**config.mk**
```make
export PLATFORM = sky130hd
export DESIGN_NAME = fwp_core
export DESIGN_NICKNAME = d
export VERILOG_FILES = /design/src/rtl/fwp_pkg.sv /design/src/rtl/fwp_prot_if.sv /design/src/rtl/fwp_core.sv /design/src/rtl/fwp_prot_chk.sv
export SDC_FILE = /design/constraint.sdc
export NUM_CORES = 1
export LEC_CHECK = 0
export ABC_AREA = 1
export BUFFER_PORTS_ARGS = -buffer_cell sky130_fd_sc_hd__buf_4
export CORE_MARGIN = 1
export CORE_UTILIZATION = 45
export CTS_CLUSTER_DIAMETER = 40
export CTS_CLUSTER_SIZE = 28
export DETAILED_ROUTE_END_ITERATION = 16
export PLACE_DENSITY = 0.69
export SLEW_MARGIN = 20
export SYNTH_ARGS = -nofsm -noshare
export SYNTH_HDL_FRONTEND = slang
export SYNTH_SLANG_ARGS = --single-unit
export TNS_END_PERCENT = 10
```
**constraint.sdc**
```tcl
create_clock -name sys_clk -period 18.5 [get_ports sys_clk]
set_input_delay 2.775 -clock sys_clk [delete_from_list [all_inputs] [get_ports sys_clk]]
set_output_delay 2.775 -clock sys_clk [all_outputs]
set_load 0.01 [all_outputs]
```
**src/rtl/fwp_pkg.sv**
```systemverilog
/*
  Shared constants for the flash write-protect and status block:
  opcodes, status bit positions, lock array layout.
  Assumes 24-bit byte addresses, 64KB blocks, 4KB sectors.
*/
package fwp_pkg;
  // ----------------------------------------------------------------
  // instruction codes
  // ----------------------------------------------------------------
  localparam logic [7:0] write_allow_cmd = 8'h06;
  localparam logic [7:0] write_forbid_cmd = 8'h04;
  localparam logic [7:0] status_one_read_cmd = 8'h05;
  localparam logic [7:0] status_two_read_cmd = 8'h35;
  localparam logic [7:0] status_write_cmd = 8'h01;
  localparam logic [7:0] status_two_write_cmd = 8'h31;
  localparam logic [7:0] unlock_cmd = 8'h39;
  localparam logic [7:0] page_prog_cmd = 8'h02;
  localparam logic [7:0] quad_prog_cmd = 8'h32;
  localparam logic [7:0] sector_erase_cmd = 8'h20;
  localparam logic [7:0] block_erase_cmd = 8'hD8;
  localparam logic [7:0] chip_erase_cmd = 8'hC7;
  localparam logic [7:0] sleep_cmd = 8'hB9;
  localparam logic [7:0] wake_cmd = 8'hAB;
  localparam logic [7:0] reset_arm_cmd = 8'h66;
  localparam logic [7:0] reset_go_cmd = 8'h99;
  localparam logic [7:0] suspend_cmd = 8'h75;

  // ----------------------------------------------------------------
  // status register one (byte 0) and two (byte 1) bit positions
  // ----------------------------------------------------------------
  localparam int BIT_PENDING = 0;
  localparam int BIT_LATCH = 1;
  localparam int BIT_SIZE_LO = 2;
  localparam int BIT_LOW_END = 5;
  localparam int BIT_GRANULE = 6;
  localparam int BIT_GUARD_LO = 7;
  localparam int BIT_GUARD_HI = 0;
  localparam int BIT_FOUR_LINE = 1;
  localparam int BIT_SCHEME = 4;
  localparam int BIT_INVERT = 6;
  localparam int BIT_PIN_FUNC = 7;
  localparam logic [7:0] STATUS_RESET = 8'h00;

  // ----------------------------------------------------------------
  // individual lock layout: 16 + 16 sectors, then 254 inner blocks
  // ----------------------------------------------------------------
  localparam int SECTORS_PER_END = 16;
  localparam int INNER_BLOCKS = 254;
  localparam int LOCK_COUNT = 2 * SECTORS_PER_END + INNER_BLOCKS;
  localparam int LOCK_W = 9;
  localparam logic [7:0] TOP_BLOCK = 8'hFF;
  localparam logic [2:0] SIZE_ALL = 3'h7;
  localparam logic [1:0] GUARD_HW = 2'h1;
  localparam logic [1:0] GUARD_LOCKDOWN = 2'h2;
  localparam logic [1:0] GUARD_OTP = 2'h3;
endpackage

```
**src/rtl/fwp_prot_if.sv**
```systemverilog
/*
  Carrier between the command core and the protection checker.
  Assumes both ends run on the same clock.
*/
`timescale 1ns/1ps
`default_nettype none
interface fwp_prot_if;
  logic [23:0] addr;
  logic whole_block;
  logic unlock;
  logic relock_all;
  logic [2:0] region_size_field;
  logic protect_from_low_end;
  logic small_granule_select;
  logic invert_protect_region;
  logic scheme_select;
  logic target_protected;
  logic any_protected;
  modport core (output addr, whole_block, unlock, relock_all, region_size_field,
    protect_from_low_end, small_granule_select, invert_protect_region, scheme_select,
    input target_protected, any_protected);
  modport chk (input addr, whole_block, unlock, relock_all, region_size_field,
    protect_from_low_end, small_granule_select, invert_protect_region, scheme_select,
    output target_protected, any_protected);
endinterface
`default_nettype wire

```
**src/rtl/fwp_core.sv**
```systemverilog
/*
  Write-protection and status logic of a serial flash device.
  Assumes the serial clock is slow enough to be sampled by sys_clk.
*/
`timescale 1ns/1ps
`default_nettype none
module fwp_core
  import fwp_pkg::*;
#(
  parameter int BUSY_CYCLES = 64
) (
  // clock and reset
  input wire logic sys_clk,
  input wire logic sys_rst,
  // supply monitor, high while above threshold
  input wire logic por_ok,
  // serial pins
  input wire logic spi_clk,
  input wire logic cs_n,
  input wire logic dq0_in,
  input wire logic dq2_in,
  input wire logic dq3_in,
  output logic dq1_out,
  output logic dq1_oe,
  // state view
  output logic operation_pending,
  output logic write_latch_flag,
  output logic powered_down
);
  if (BUSY_CYCLES < 1) begin : g_chk
    $error("BUSY_CYCLES must be at least 1");
  end

  localparam int CNT_W = $clog2(BUSY_CYCLES + 1);

  fwp_prot_if prot ();

  // ----------------------------------------------------------------
  // pin synchronisers
  // ----------------------------------------------------------------
  logic [5:0] sync_a;
  logic [5:0] sync_b;
  logic [1:0] edge_q;
  logic sclk_s, csn_s, di_s, wp_s, hold_s, por_s;

  always_ff @(posedge sys_clk or posedge sys_rst) begin
    if (sys_rst) begin
      sync_a <= 6'h33;
      sync_b <= 6'h33;
    end else begin
      sync_a <= {por_ok, dq3_in, dq2_in, dq0_in, cs_n, spi_clk};
      sync_b <= sync_a;
    end
  end

  assign {por_s, hold_s, wp_s, di_s, csn_s, sclk_s} = sync_b;

  always_ff @(posedge sys_clk or posedge sys_rst) begin
    if (sys_rst) begin
      edge_q <= 2'h3;
    end else begin
      edge_q <= {csn_s, sclk_s};
    end
  end

  // ----------------------------------------------------------------
  // status fields
  // ----------------------------------------------------------------
  logic [2:0] region_size_field;
  logic protect_from_low_end, small_granule_select, invert_protect_region;
  logic guard_mode_low, guard_mode_high;
  logic four_line_enable, scheme_select, pin_is_reset;
  logic [7:0] status_reg_one, status_reg_two;
  logic [CNT_W-1:0] busy_cnt;
  logic reset_armed;

  logic hold_active, pin_reset;
  assign hold_active = !four_line_enable && !pin_is_reset && !hold_s && !csn_s;
  assign pin_reset = !four_line_enable && pin_is_reset && !hold_s;

  logic soft_rst;
  logic int_rst;
  assign int_rst = !por_s || pin_reset || soft_rst;

  logic sclk_rise, sclk_fall, cs_rise, cs_fall;
  assign sclk_rise = sclk_s && !edge_q[0] && !csn_s && !hold_active;
  assign sclk_fall = !sclk_s && edge_q[0] && !csn_s && !hold_active;
  assign cs_rise = csn_s && !edge_q[1];
  assign cs_fall = !csn_s && edge_q[1];

  assign status_reg_one = {guard_mode_low, small_granule_select, protect_from_low_end,
    region_size_field, write_latch_flag, operation_pending};
  assign status_reg_two = {pin_is_reset, invert_protect_region, 1'b0, scheme_select,
    2'b00, four_line_enable, guard_mode_high};

  // ----------------------------------------------------------------
  // serial shifter
  // ----------------------------------------------------------------
  logic [2:0] bit_cnt;
  logic [2:0] byte_cnt;
  logic [7:0] opcode;
  logic [23:0] shift;
  logic [7:0] tx;
  logic rd_active;
  logic [7:0] next_byte;
  assign next_byte = byte_cnt == 3'h0 ? {opcode[6:0], di_s} : {shift[6:0], di_s};

  always_ff @(posedge sys_clk or posedge sys_rst) begin
    if (sys_rst) begin
      bit_cnt <= 3'h0;
      byte_cnt <= 3'h0;
      opcode <= 8'h00;
      shift <= 24'h000000;
    end else if (cs_fall || int_rst) begin
      bit_cnt <= 3'h0;
      byte_cnt <= 3'h0;
    end else if (sclk_rise) begin
      bit_cnt <= bit_cnt + 3'h1;
      if (byte_cnt == 3'h0) begin
        opcode <= next_byte;
      end else if (byte_cnt != 3'h4) begin
        shift <= {shift[22:0], di_s};
      end
      if (bit_cnt == 3'h7 && byte_cnt != 3'h4) begin
        byte_cnt <= byte_cnt + 3'h1;
      end
    end
  end

  // status read streams the chosen register until the frame ends
  logic read_ok;
  assign read_ok = !int_rst && !powered_down;
  always_ff @(posedge sys_clk or posedge sys_rst) begin
    if (sys_rst) begin
      rd_active <= 1'b0;
      tx <= 8'h00;
      dq1_out <= 1'b0;
    end else if (csn_s || int_rst) begin
      rd_active <= 1'b0;
    end else if (sclk_rise && bit_cnt == 3'h7 && byte_cnt == 3'h0 && read_ok) begin
      rd_active <= next_byte == status_one_read_cmd || next_byte == status_two_read_cmd;
      tx <= next_byte == status_two_read_cmd ? status_reg_two : status_reg_one;
    end else if (sclk_fall && rd_active) begin
      dq1_out <= tx[7];
      tx <= {tx[6:0], tx[7]};
    end
  end
  assign dq1_oe = rd_active && !csn_s && !hold_active;

  // ----------------------------------------------------------------
  // frame decode, taken at chip-select release
  // ----------------------------------------------------------------
  logic frame_done, accept;
  logic is_prog, is_erase, is_chip, is_sr_write;
  logic sr_write_ok, array_ok;
  assign frame_done = cs_rise && bit_cnt == 3'h0 && byte_cnt != 3'h0;
  assign accept = frame_done && !int_rst && !operation_pending &&
    (!powered_down || opcode == wake_cmd);
  assign is_prog = opcode == page_prog_cmd || opcode == quad_prog_cmd;
  assign is_erase = opcode == sector_erase_cmd || opcode == block_erase_cmd;
  assign is_chip = opcode == chip_erase_cmd;
  assign is_sr_write = (opcode == status_write_cmd && byte_cnt >= 3'h2) ||
    (opcode == status_two_write_cmd && byte_cnt == 3'h2);

  always_comb begin
    case ({guard_mode_high, guard_mode_low})
      GUARD_HW: sr_write_ok = write_latch_flag && (wp_s || four_line_enable);
      GUARD_LOCKDOWN: sr_write_ok = 1'b0;
      GUARD_OTP: sr_write_ok = 1'b0;
      default: sr_write_ok = write_latch_flag;
    endcase
  end

  assign array_ok = write_latch_flag && (byte_cnt == 3'h4 || is_chip) &&
    !(is_chip ? prot.any_protected : prot.target_protected);

  logic start_sr, start_arr, do_unlock;
  assign start_sr = accept && is_sr_write && sr_write_ok;
  assign start_arr = accept && (is_prog || is_erase || is_chip) && array_ok;
  assign do_unlock = accept && opcode == unlock_cmd && byte_cnt == 3'h4 &&
    write_latch_flag;

  assign prot.addr = shift;
  assign prot.whole_block = opcode == block_erase_cmd;
  assign prot.unlock = do_unlock;
  assign prot.relock_all = int_rst;
  assign prot.region_size_field = region_size_field;
  assign prot.protect_from_low_end = protect_from_low_end;
  assign prot.small_granule_select = small_granule_select;
  assign prot.invert_protect_region = invert_protect_region;
  assign prot.scheme_select = scheme_select;

  fwp_prot_chk u_chk (
    .sys_clk(sys_clk),
    .sys_rst(sys_rst),
    .p(prot)
  );

  // ----------------------------------------------------------------
  // write latch
  // ----------------------------------------------------------------
  always_ff @(posedge sys_clk or posedge sys_rst) begin
    if (sys_rst) begin
      write_latch_flag <= 1'b0;
    end else if (int_rst) begin
      write_latch_flag <= 1'b0;
    end else if (start_sr || start_arr || do_unlock) begin
      write_latch_flag <= 1'b0;
    end else if (accept && opcode == write_forbid_cmd) begin
      write_latch_flag <= 1'b0;
    end else if (accept && opcode == write_allow_cmd) begin
      write_latch_flag <= 1'b1;
    end
  end

  // ----------------------------------------------------------------
  // busy timer; the array itself is not modelled
  // ----------------------------------------------------------------
  always_ff @(posedge sys_clk or posedge sys_rst) begin
    if (sys_rst) begin
      busy_cnt <= '0;
      operation_pending <= 1'b0;
    end else if (int_rst) begin
      busy_cnt <= '0;
      operation_pending <= 1'b0;
    end else if (start_sr || start_arr) begin
      busy_cnt <= CNT_W'(BUSY_CYCLES);
      operation_pending <= 1'b1;
    end else if (busy_cnt != '0) begin
      busy_cnt <= busy_cnt - 1'b1;
      operation_pending <= busy_cnt != CNT_W'(1);
    end
  end

  // ----------------------------------------------------------------
  // non-volatile fields: kept across internal resets, except a lockdown guard mode, which clears on supply loss
  // ----------------------------------------------------------------
  logic [7:0] wr_one, wr_two;
  assign wr_one = byte_cnt >= 3'h3 ? shift[15:8] : shift[7:0];
  assign wr_two = opcode == status_two_write_cmd ? shift[7:0] : shift[7:0];

  always_ff @(posedge sys_clk or posedge sys_rst) begin
    if (sys_rst) begin
      {guard_mode_low, small_granule_select, protect_from_low_end} <= 3'h0;
      region_size_field <= STATUS_RESET[4:2];
      {guard_mode_high, four_line_enable, scheme_select} <= 3'h0;
      {invert_protect_region, pin_is_reset} <= 2'h0;
    end else if (!por_s) begin
      if ({guard_mode_high, guard_mode_low} == GUARD_LOCKDOWN) begin
        {guard_mode_high, guard_mode_low} <= 2'h0;
      end
    end else if (start_sr) begin
      if (opcode == status_write_cmd) begin
        region_size_field <= wr_one[BIT_SIZE_LO+2:BIT_SIZE_LO];
        protect_from_low_end <= wr_one[BIT_LOW_END];
        small_granule_select <= wr_one[BIT_GRANULE];
        guard_mode_low <= wr_one[BIT_GUARD_LO];
      end
      if (opcode == status_two_write_cmd || byte_cnt >= 3'h3) begin
        guard_mode_high <= wr_two[BIT_GUARD_HI];
        four_line_enable <= wr_two[BIT_FOUR_LINE];
        scheme_select <= wr_two[BIT_SCHEME];
        invert_protect_region <= wr_two[BIT_INVERT];
        pin_is_reset <= wr_two[BIT_PIN_FUNC];
      end
    end
  end

  // ----------------------------------------------------------------
  // power-down and software reset
  // ----------------------------------------------------------------
  always_ff @(posedge sys_clk or posedge sys_rst) begin
    if (sys_rst) begin
      powered_down <= 1'b0;
      reset_armed <= 1'b0;
      soft_rst <= 1'b0;
    end else begin
      soft_rst <= 1'b0;
      if (int_rst) begin
        powered_down <= 1'b0;
        reset_armed <= 1'b0;
      end else if (accept) begin
        reset_armed <= opcode == reset_arm_cmd;
        if (opcode == sleep_cmd) begin
          powered_down <= 1'b1;
        end else if (opcode == wake_cmd) begin
          powered_down <= 1'b0;
        end
        if (opcode == reset_go_cmd && reset_armed) begin
          soft_rst <= 1'b1;
        end
      end
    end
  end
endmodule // fwp_core
`default_nettype wire

```
**src/rtl/fwp_prot_chk.sv**
```systemverilog
/*
  Individual lock bits and region protection decision.
  Assumes unlock is a one-cycle pulse from the core; relock_all is held for as long as the internal reset lasts.
*/
`timescale 1ns/1ps
`default_nettype none
module fwp_prot_chk
  import fwp_pkg::*;
(
  // clock and reset
  input wire logic sys_clk,
  input wire logic sys_rst,
  // core side
  fwp_prot_if.chk p
);
  logic [LOCK_COUNT-1:0] locks;
  logic [7:0] blk;
  logic [3:0] sec;
  logic [LOCK_W-1:0] idx;
  logic lock_hit;
  logic [23:0] mask;
  logic [4:0] keep;
  logic region_hit;
  logic scheme0_any;

  assign blk = p.addr[23:16];
  assign sec = p.addr[15:12];

  always_comb begin
    if (blk == 8'h00) begin
      idx = LOCK_W'(sec);
    end else if (blk == TOP_BLOCK) begin
      idx = LOCK_W'(SECTORS_PER_END) + LOCK_W'(sec);
    end else begin
      idx = LOCK_W'(2 * SECTORS_PER_END - 1) + LOCK_W'(blk);
    end
  end

  // ----------------------------------------------------------------
  // lock storage: all set at power-on, cleared one at a time
  // ----------------------------------------------------------------
  always_ff @(posedge sys_clk or posedge sys_rst) begin
    if (sys_rst) begin
      locks <= '1;
    end else if (p.relock_all) begin
      locks <= '1;
    end else if (p.unlock) begin
      locks[idx] <= 1'b0;
    end
  end

  // erasing an end block touches all 16 of its sector locks
  always_comb begin
    lock_hit = locks[idx];
    if (p.whole_block && (blk == 8'h00)) begin
      lock_hit = |locks[SECTORS_PER_END-1:0];
    end else if (p.whole_block && (blk == TOP_BLOCK)) begin
      lock_hit = |locks[2*SECTORS_PER_END-1:SECTORS_PER_END];
    end
  end

  // protected span is a power-of-two slice at one end of the array
  always_comb begin
    if (p.small_granule_select) begin
      keep = (p.region_size_field >= 3'h4) ? 5'd9 : 5'd13 - 5'(p.region_size_field);
    end else begin
      keep = 5'd7 - 5'(p.region_size_field);
    end
    mask = 24'hFFFFFF << (5'd24 - keep);
    if (p.protect_from_low_end) begin
      region_hit = (p.addr & mask) == 24'h000000;
    end else begin
      region_hit = (p.addr & mask) == mask;
    end
    if (p.region_size_field == SIZE_ALL && !p.small_granule_select) begin
      region_hit = 1'b1;
    end
    if (p.region_size_field == 3'h0) begin
      region_hit = 1'b0;
    end
  end

  assign scheme0_any = p.invert_protect_region ?
    !(p.region_size_field == SIZE_ALL && !p.small_granule_select) :
    (p.region_size_field != 3'h0);

  assign p.target_protected = p.scheme_select ? lock_hit :
    (region_hit ^ p.invert_protect_region);
  assign p.any_protected = p.scheme_select ? (|locks) : scheme0_any;
endmodule // fwp_prot_chk
`default_nettype wire

```
==> After elaboration in Yosys (flattened, before gate mapping) <==
Cells that the tools add are included.
{ "totals": {"register_bits": 371, "latch_bits": 0, "ramBits": 0, "mem_bits_ro": 0, "output_inout_bits": 5, "wordCells": 244, "n_memories": 0} }
{ "classes": {"n_addsub": 8, "multipliers": 0, "n_div": 0, "n_lt_le_gt_ge": 5, "eq_ne": 30, "shifts": 1, "mux": 58, "bitwise_logic": 8, "n_reduce_logical": 108} }
{ "op_table": {"columns": ["operator", "n"], "rows": [
  ["$mux 286", 2],
  ["$and 286x286->286", 1],
  ["$not 286->286", 1],
  ["$reduce_or 286->1", 1],
  ["$eq 8x8->1 const B", 6],
  ["$logic_and 1x1->1", 45],
  ["$eq 8x6->1 const B", 5],
  ["$mux 8", 5],
  ["$mux 1", 36],
  ["$reduce_or 16->1", 2],
  ["$and 24x24->24", 1],
  ["$eq 24x24->1", 1],
  ["$eq 8x3->1 const B", 3],
  ["$logic_not 24->1", 1],
  ["$shl 24x5->24 const A", 1],
  ["$mux 7", 3],
  ["$mux 9", 2],
  ["$reduce_and 3->1", 6],
  ["$logic_or 1x1->1", 16],
  ["$logic_not 1->1", 15],
  ["$mux 3", 5],
  ["$reduce_bool 2->1", 7],
  ["$reduce_bool 3->1", 4],
  ["$lt 9x10->1 const B", 1],
  ["other kinds (33)", 48]
]} }

==> Logic depth before layout (Yosys ltp) <==
{ "logic_depth": {"word_depth": 20, "mapped_depth": 28} }

==> Modules after synthesis <==
Synthesis repeated with hierarchy kept, for this count alone.
{ "unflattened": {"hier_cells": 2543, "area_unflattened_um2": 19416.1} }
{ "by_module_without_submodules": {"columns": ["mod", "instances", "cells_each", "area_each_um2", "seq_area_each_um2"], "rows": [
  ["fwp_prot_chk", 1, 2034, 15170.8, 7514.7],
  ["fwp_core", 1, 509, 4245.3, 2139.6]
]} }

==> Worst setup path before layout <==
OpenSTA, ideal clock, no wires.
{ "synth_timing": {"kind": "register -> output", "start": "register four_line_enable", "end": "output dq1_oe", "arrival_ns": 0.851, "required_ns": 15.725, "setup_slack_ns": 14.874, "path_stages_with_launch": 5, "cell_sequence": "dfrtp_1 -> nor4_1 -> inv_1 -> nand3_1 -> inv_1"} }
{ "synth_between": {"elab_chain_cells": 6} }
{ "synth_lines": {"columns": ["element", "line_no", "source"], "rows": [
  ["start: declaration", "fwp_core.sv:72", "logic four_line_enable, scheme_select, pin_is_reset;"],
  ["start signal: assignment", "fwp_core.sv:261", "four_line_enable <= wr_two[BIT_FOUR_LINE];"],
  ["$logic_not 1->1", "fwp_core.sv:78", "assign hold_active = !four_line_enable && !pin_is_reset && !hold_s && !csn_s;"],
  ["$logic_and 1x1->1 (3 in a row)", "fwp_core.sv:78", null],
  ["$logic_not 1->1", "fwp_core.sv:148", "assign dq1_oe = rd_active && !csn_s && !hold_active;"],
  ["$logic_and 1x1->1", "fwp_core.sv:148", null],
  ["end: declaration", "fwp_core.sv:24", "output logic dq1_oe,"]
]} }
Every way passes these cells.

==> Worst setup path after layout <==
{ "layout_timing": {"start": "register shift[16], in the netlist prot.addr[16]", "end": "register busy_cnt[1]"} }
{ "layout_between": {"elab_chain_cells": 15} }
{ "layout_lines": {"columns": ["element", "line_no", "source"], "rows": [
  ["start: declaration", "fwp_core.sv:102", "logic [23:0] shift;"],
  ["start signal: assignment", "fwp_core.sv:122", "shift <= {shift[22:0], di_s};"],
  ["$add 5x8->9 / $eq 8x8->1 (equally long branches)", "fwp_prot_chk.sv:35, fwp_prot_chk.sv:32, fwp_prot_chk.sv:57", null],
  ["$mux 9", "fwp_prot_chk.sv:32", "end else if (blk == TOP_BLOCK) begin"],
  ["$mux 9", "fwp_prot_chk.sv:30", "if (blk == 8'h00) begin"],
  ["$bmux 1 s9", "fwp_prot_chk.sv:54", "lock_hit = locks[idx];"],
  ["$mux 1 (implied by the code)", "fwp_prot_chk.sv:54", null],
  ["$mux 1", "fwp_prot_chk.sv:57", "end else if (p.whole_block && (blk == TOP_BLOCK)) begin"],
  ["$mux 1", "fwp_prot_chk.sv:55", "if (p.whole_block && (blk == 8'h00)) begin"],
  ["$mux 1 *", "fwp_prot_chk.sv:87", "assign p.target_protected = p.scheme_select ? lock_hit :"],
  ["$mux 1 *", "fwp_core.sv:175", "!(is_chip ? prot.any_protected : prot.target_protected);"],
  ["$logic_not 1->1 *", "fwp_core.sv:175", null],
  ["$logic_and 1x1->1 *", "fwp_core.sv:174", "assign array_ok = write_latch_flag && (byte_cnt == 3'h4 || is_chip) &&"],
  ["$logic_and 1x1->1 *", "fwp_core.sv:179", "assign start_arr = accept && (is_prog || is_erase || is_chip) && array_ok;"],
  ["$logic_or 1x1->1 *", "fwp_core.sv:226", "end else if (start_sr || start_arr) begin"],
  ["$mux 7", "fwp_core.sv:226", null],
  ["$mux 7", "fwp_core.sv:223", "end else if (int_rst) begin"],
  ["end signal: assignment", "fwp_core.sv:227", "busy_cnt <= CNT_W'(BUSY_CYCLES);"],
  ["end signal: assignment", "fwp_core.sv:230", "busy_cnt <= busy_cnt - 1'b1;"],
  ["end: declaration", "fwp_core.sv:74", "logic [CNT_W-1:0] busy_cnt;"]
]} }
Mark *: on every way between the ends. The rest lies on a longest branch, timed or not. The select of a mux whose other input is x is not followed.
A chain may end at the register's enable or synchronous reset.

==> summary.txt <==
Placed design
  – Routability-driven placement congestion ratio: ~0.9
  – Sum of net half-perimeters after detailed placement: ~36000 µm
  – Placement-stage cell area: 19700 µm²
  – Quantity of I/O buffers inserted on ports: 12
  – Post-placement setup slack: between 10 and 15 ns

Worst hold path
  – Hold WC Path Type: flop to flop

Worst setup path
  – CP arrival: 5.73 ns
  – Kind of start point of the critical path: flop
  – Required time at the worst-slack endpoint: approximately 19 ns
  – Critical-path maximum fanout: 63
  – Critical path buffer and inverter count: 3
  – Max stage delay cell, worst path: nand2_4
  – Top cell by count, worst path: nand2_1
  – Slowest Stage Delay on Critical Path: 0.75 ns
  – Category of the most critical setup path: flop to flop
  – Register-to-Register Setup Slack: between 10 and 15 ns
  – Kind of end point of the critical path: flop
  – Ordered cell list for the critical path: inv_1 > ha_1 > nand2_2 > inv_1 > nand2_2 > nand3_2 > nand2_4 > buf_4 > nand2_1 > or2_0 > o2111ai_1 > nand2_1 > nand3_1 > nand2_1 > nand2_1 > nand2_1 > o21bai_1 > nand2_1 > nand2_1 > nand2_2 > nand3_4 > nor2_2
  – Crit-path leading delay family: simple AND/OR/NAND/NOR gates

Routing
  – Detailed-router iteration count before antenna repair: 7
  – Number of routed nets with antenna violations: 0
  – Post-route DRC violation count: 0
  – DR WL/cell: ~19 µm
  – Vias per inst: between 5 and 6
  – Routed WL: between 50000 and 60000 µm
  – DR vias: 17664
  – Detailed router's first-iteration violation count: approximately 1800

Clocking
  – Clock tree from TritonCTS: built
  – Gates resized, CTS repair: 0
  – CTS Hold Bufs: 0
  – Clock slew at the register clock pins of the worst setup and hold paths: around 0.050 ns
  – Setup Buffers After CTS: 0
  – Worst-skew pair later-pin latency: around 0.61 ns
  – Clock H-tree levels: 2
  – Clock Root Buffer: clkbuf_16
  – Maximum count of clock buffers along a single path: 3
  – Clock sinks: between 300 and 400
  – Number of clock buffers inserted by TritonCTS: 58

Global route
  – Global routing usage summed across all routing layers: a little over a quarter
  – Antenna violations before repair: 2
  – Global route overflow: 0
  – Largest net degree at the start of global routing: about 190
  – Number of global-route vias before repair: roughly 17000
  – Global-route wire length before repair: 93400 µm

Synthesis
  – Share of synthesized registers carrying an async set or reset: 100%
  – Count of distinct cell types in the synthesized netlist: about 50
  – Sequential cell area fraction in the yosys report: 49.8%
  – Synthesized flop and latch total: around 370
  – Top FF cell, synth: dfstp_2
  – Leading cell types by total area after synthesis: dfstp_2, nand2_1, dfrtp_1, o21ai_0, nor2_1
  – Number of enable-type register cells in the synthesized netlist: 0
  – Post-synthesis net count: between 2000 and 3000
  – Synthesized area per cell: approximately 7.5 µm²
  – Cells after Synth: about 2600
  – Warnings from Yosys: 0
  – Area leader, netlist: dfstp_2
  – Area share of the leading cell type in the synthesized netlist: ~40%
  – Summed instance area of the synthesized netlist: between 15000 and 20000 µm²

STA
  – Transition time of the tightest slew-check pin: 1.16 ns
  – Number of setup violations in the final report: 0
  – Fin. max-slew vios: 0
  – Final critical delay including setup and external delays: around 5.3 ns
  – Portion of the clock cycle consumed by the worst path in the final layout: 28.4%
  – Final Hold Violating Endpoints: 0
  – Max frequency: approximately 190 MHz
  – Setup repair after global routing missed its margin: false
  – Clock tree skew after final layout: roughly 0.022 ns
  – Final worst-path setup slack: 13.25 ns
  – Setup_tns: 0 ns
  – Max transition margin: roughly 22%

Pwr
  – Leakage power: 9.22 nW
  – Power Total: 1.99 mW
  – Power Density: ~92 nW/µm²
  – Worst voltage drop across the vdd grid: around 0.085 mV

Cells and area
  – Number of fillers in the final layout: approximately 4000
  – Area taken by flip-flops and latches: 9650 µm²
  – Fraction of layout instances using a drive strength above 1: roughly 18%
  – Final Net Count: between 2000 and 3000
  – Area of all placed cells without fillers: 21700 µm²
  – Area of the multi-input gates: just under 9000 µm²
  – Final Util: a little over 50%
  – Area growth from synthesis to layout: 12.1%

Flow run
  – Total of max-cap violations: 0

Outcome
  – Run status: finished, final reports clean

Floorplanning
  – Horizontal extent of the die: roughly 210 µm
  – Placement Rows: 75
  – Top-level port count: 13
  – Starting utilization of the core area: a little under half
  – Die outline height: 209 µm
  – Total Die Area: 43900 µm²
  – Floorplan Core Area: about 42000 µm²
## final timing paths
kind                                    endpoint          start  cells after the start
worst max-delay path                 busy_cnt[1]  prot.addr[16]                     22
worst min-delay path                   sync_b[1]      sync_a[1]                      0
worst max register to register       busy_cnt[1]  prot.addr[16]                     22
worst min register to register         sync_b[1]      sync_a[1]                      0
max in group asynchronous       u_chk.locks[261]        sys_rst                      4
min in group asynchronous          prot.addr[19]        sys_rst                      2
## cells by family after synthesis
kind of cell             share of synthesized area (%)
buffers and inverters                             5.24
XOR/XNOR                                         0.317
flip-flops                                        49.8
adder cells (fa/ha/maj)                          0.904
AO/OA/AOI/OAI                                     11.8
AND/OR/NAND/NOR                                   31.8
multiplexers                                    0.0581
## cell type report
cell class	instances	area share, %
Tap cell	539	3.11
Clock buffer	70	7.22
Timing Repair Buffer	25	0.922
Inverter	117	2.09
Antenna cell	1	0.0115
Clock inverter	38	2.03
Multi-Input combinational cell	1963	40.1
Sequential cell	371	44.5
## layout by cell type, fill, tap and decap left out, types with 14 or more instances in the layout
cell type and count:
nand4_1 27, clkbuf_16 59, inv_1 112, ha_1 14, a21oi_1 40, o21ai_0 358, nand3_1 95, nor2_1 165
nand2_1 1097, buf_4 24, nor4_1 55, nor3_1 17, dfrtp_1 75, dfstp_2 296
## where the power goes
group | total (mW) | internal [mW] | switching, mW | leakage, nW
sequential | 0.824 | 0.820 | 0.00405 | 4.15
clock | 1.12 | 0.697 | 0.420 | 0.969
combinational | 0.0450 | 0.00678 | 0.0382 | 4.10
## cell usage after synthesis, types with 4 or more instances
cell	count
nand2_1	1097
o21ai_0	358
dfstp_2	296
nor2_1	165
inv_1	114
nand3_1	95
clkbuf_1	82
dfrtp_1	75
nor4_1	55
a21oi_1	40
buf_2	28
nand4_1	27
nor3_1	17
ha_1	14
buf_4	11
nor2_2	8
or2_2	8
and3_1	7
nand2_2	7
a211oi_1	6
o22ai_1	6
o21ai_1	5
xor2_1	5
a22oi_1	4
or4_1	4
## through the flow
step                hold WS, ns  instances
floorplan                 0.331       2578
global placement          0.333       3015
detailed placement        0.337       3015
CTS                       0.349       3123
global route              0.353       3123
finish                    0.346       3124
## sequential cells by signal (all words and copies together) (netlist names), 2 cells and up
signal,count
u_chk.locks,286
prot.addr,24
opcode,8
tx,8
busy_cnt,7
sync_a,6
sync_b,6
bit_cnt,3
byte_cnt,3
prot.region_size_field,3
edge_q,2
## per-layer routing
metal  track usage [%]  vias to the layer above  routed length (µm)  share of wire [%]
met5                 0                        -                  46              0.078
met4              12.6                        6                2790                4.7
met3              5.37                      213                5270                8.9
met2              43.0                      807               26700                 45
met1              36.3                     8336               24500                 41
li1                  -                     8302                   -                  -
(Power assumes the default switching activity.)
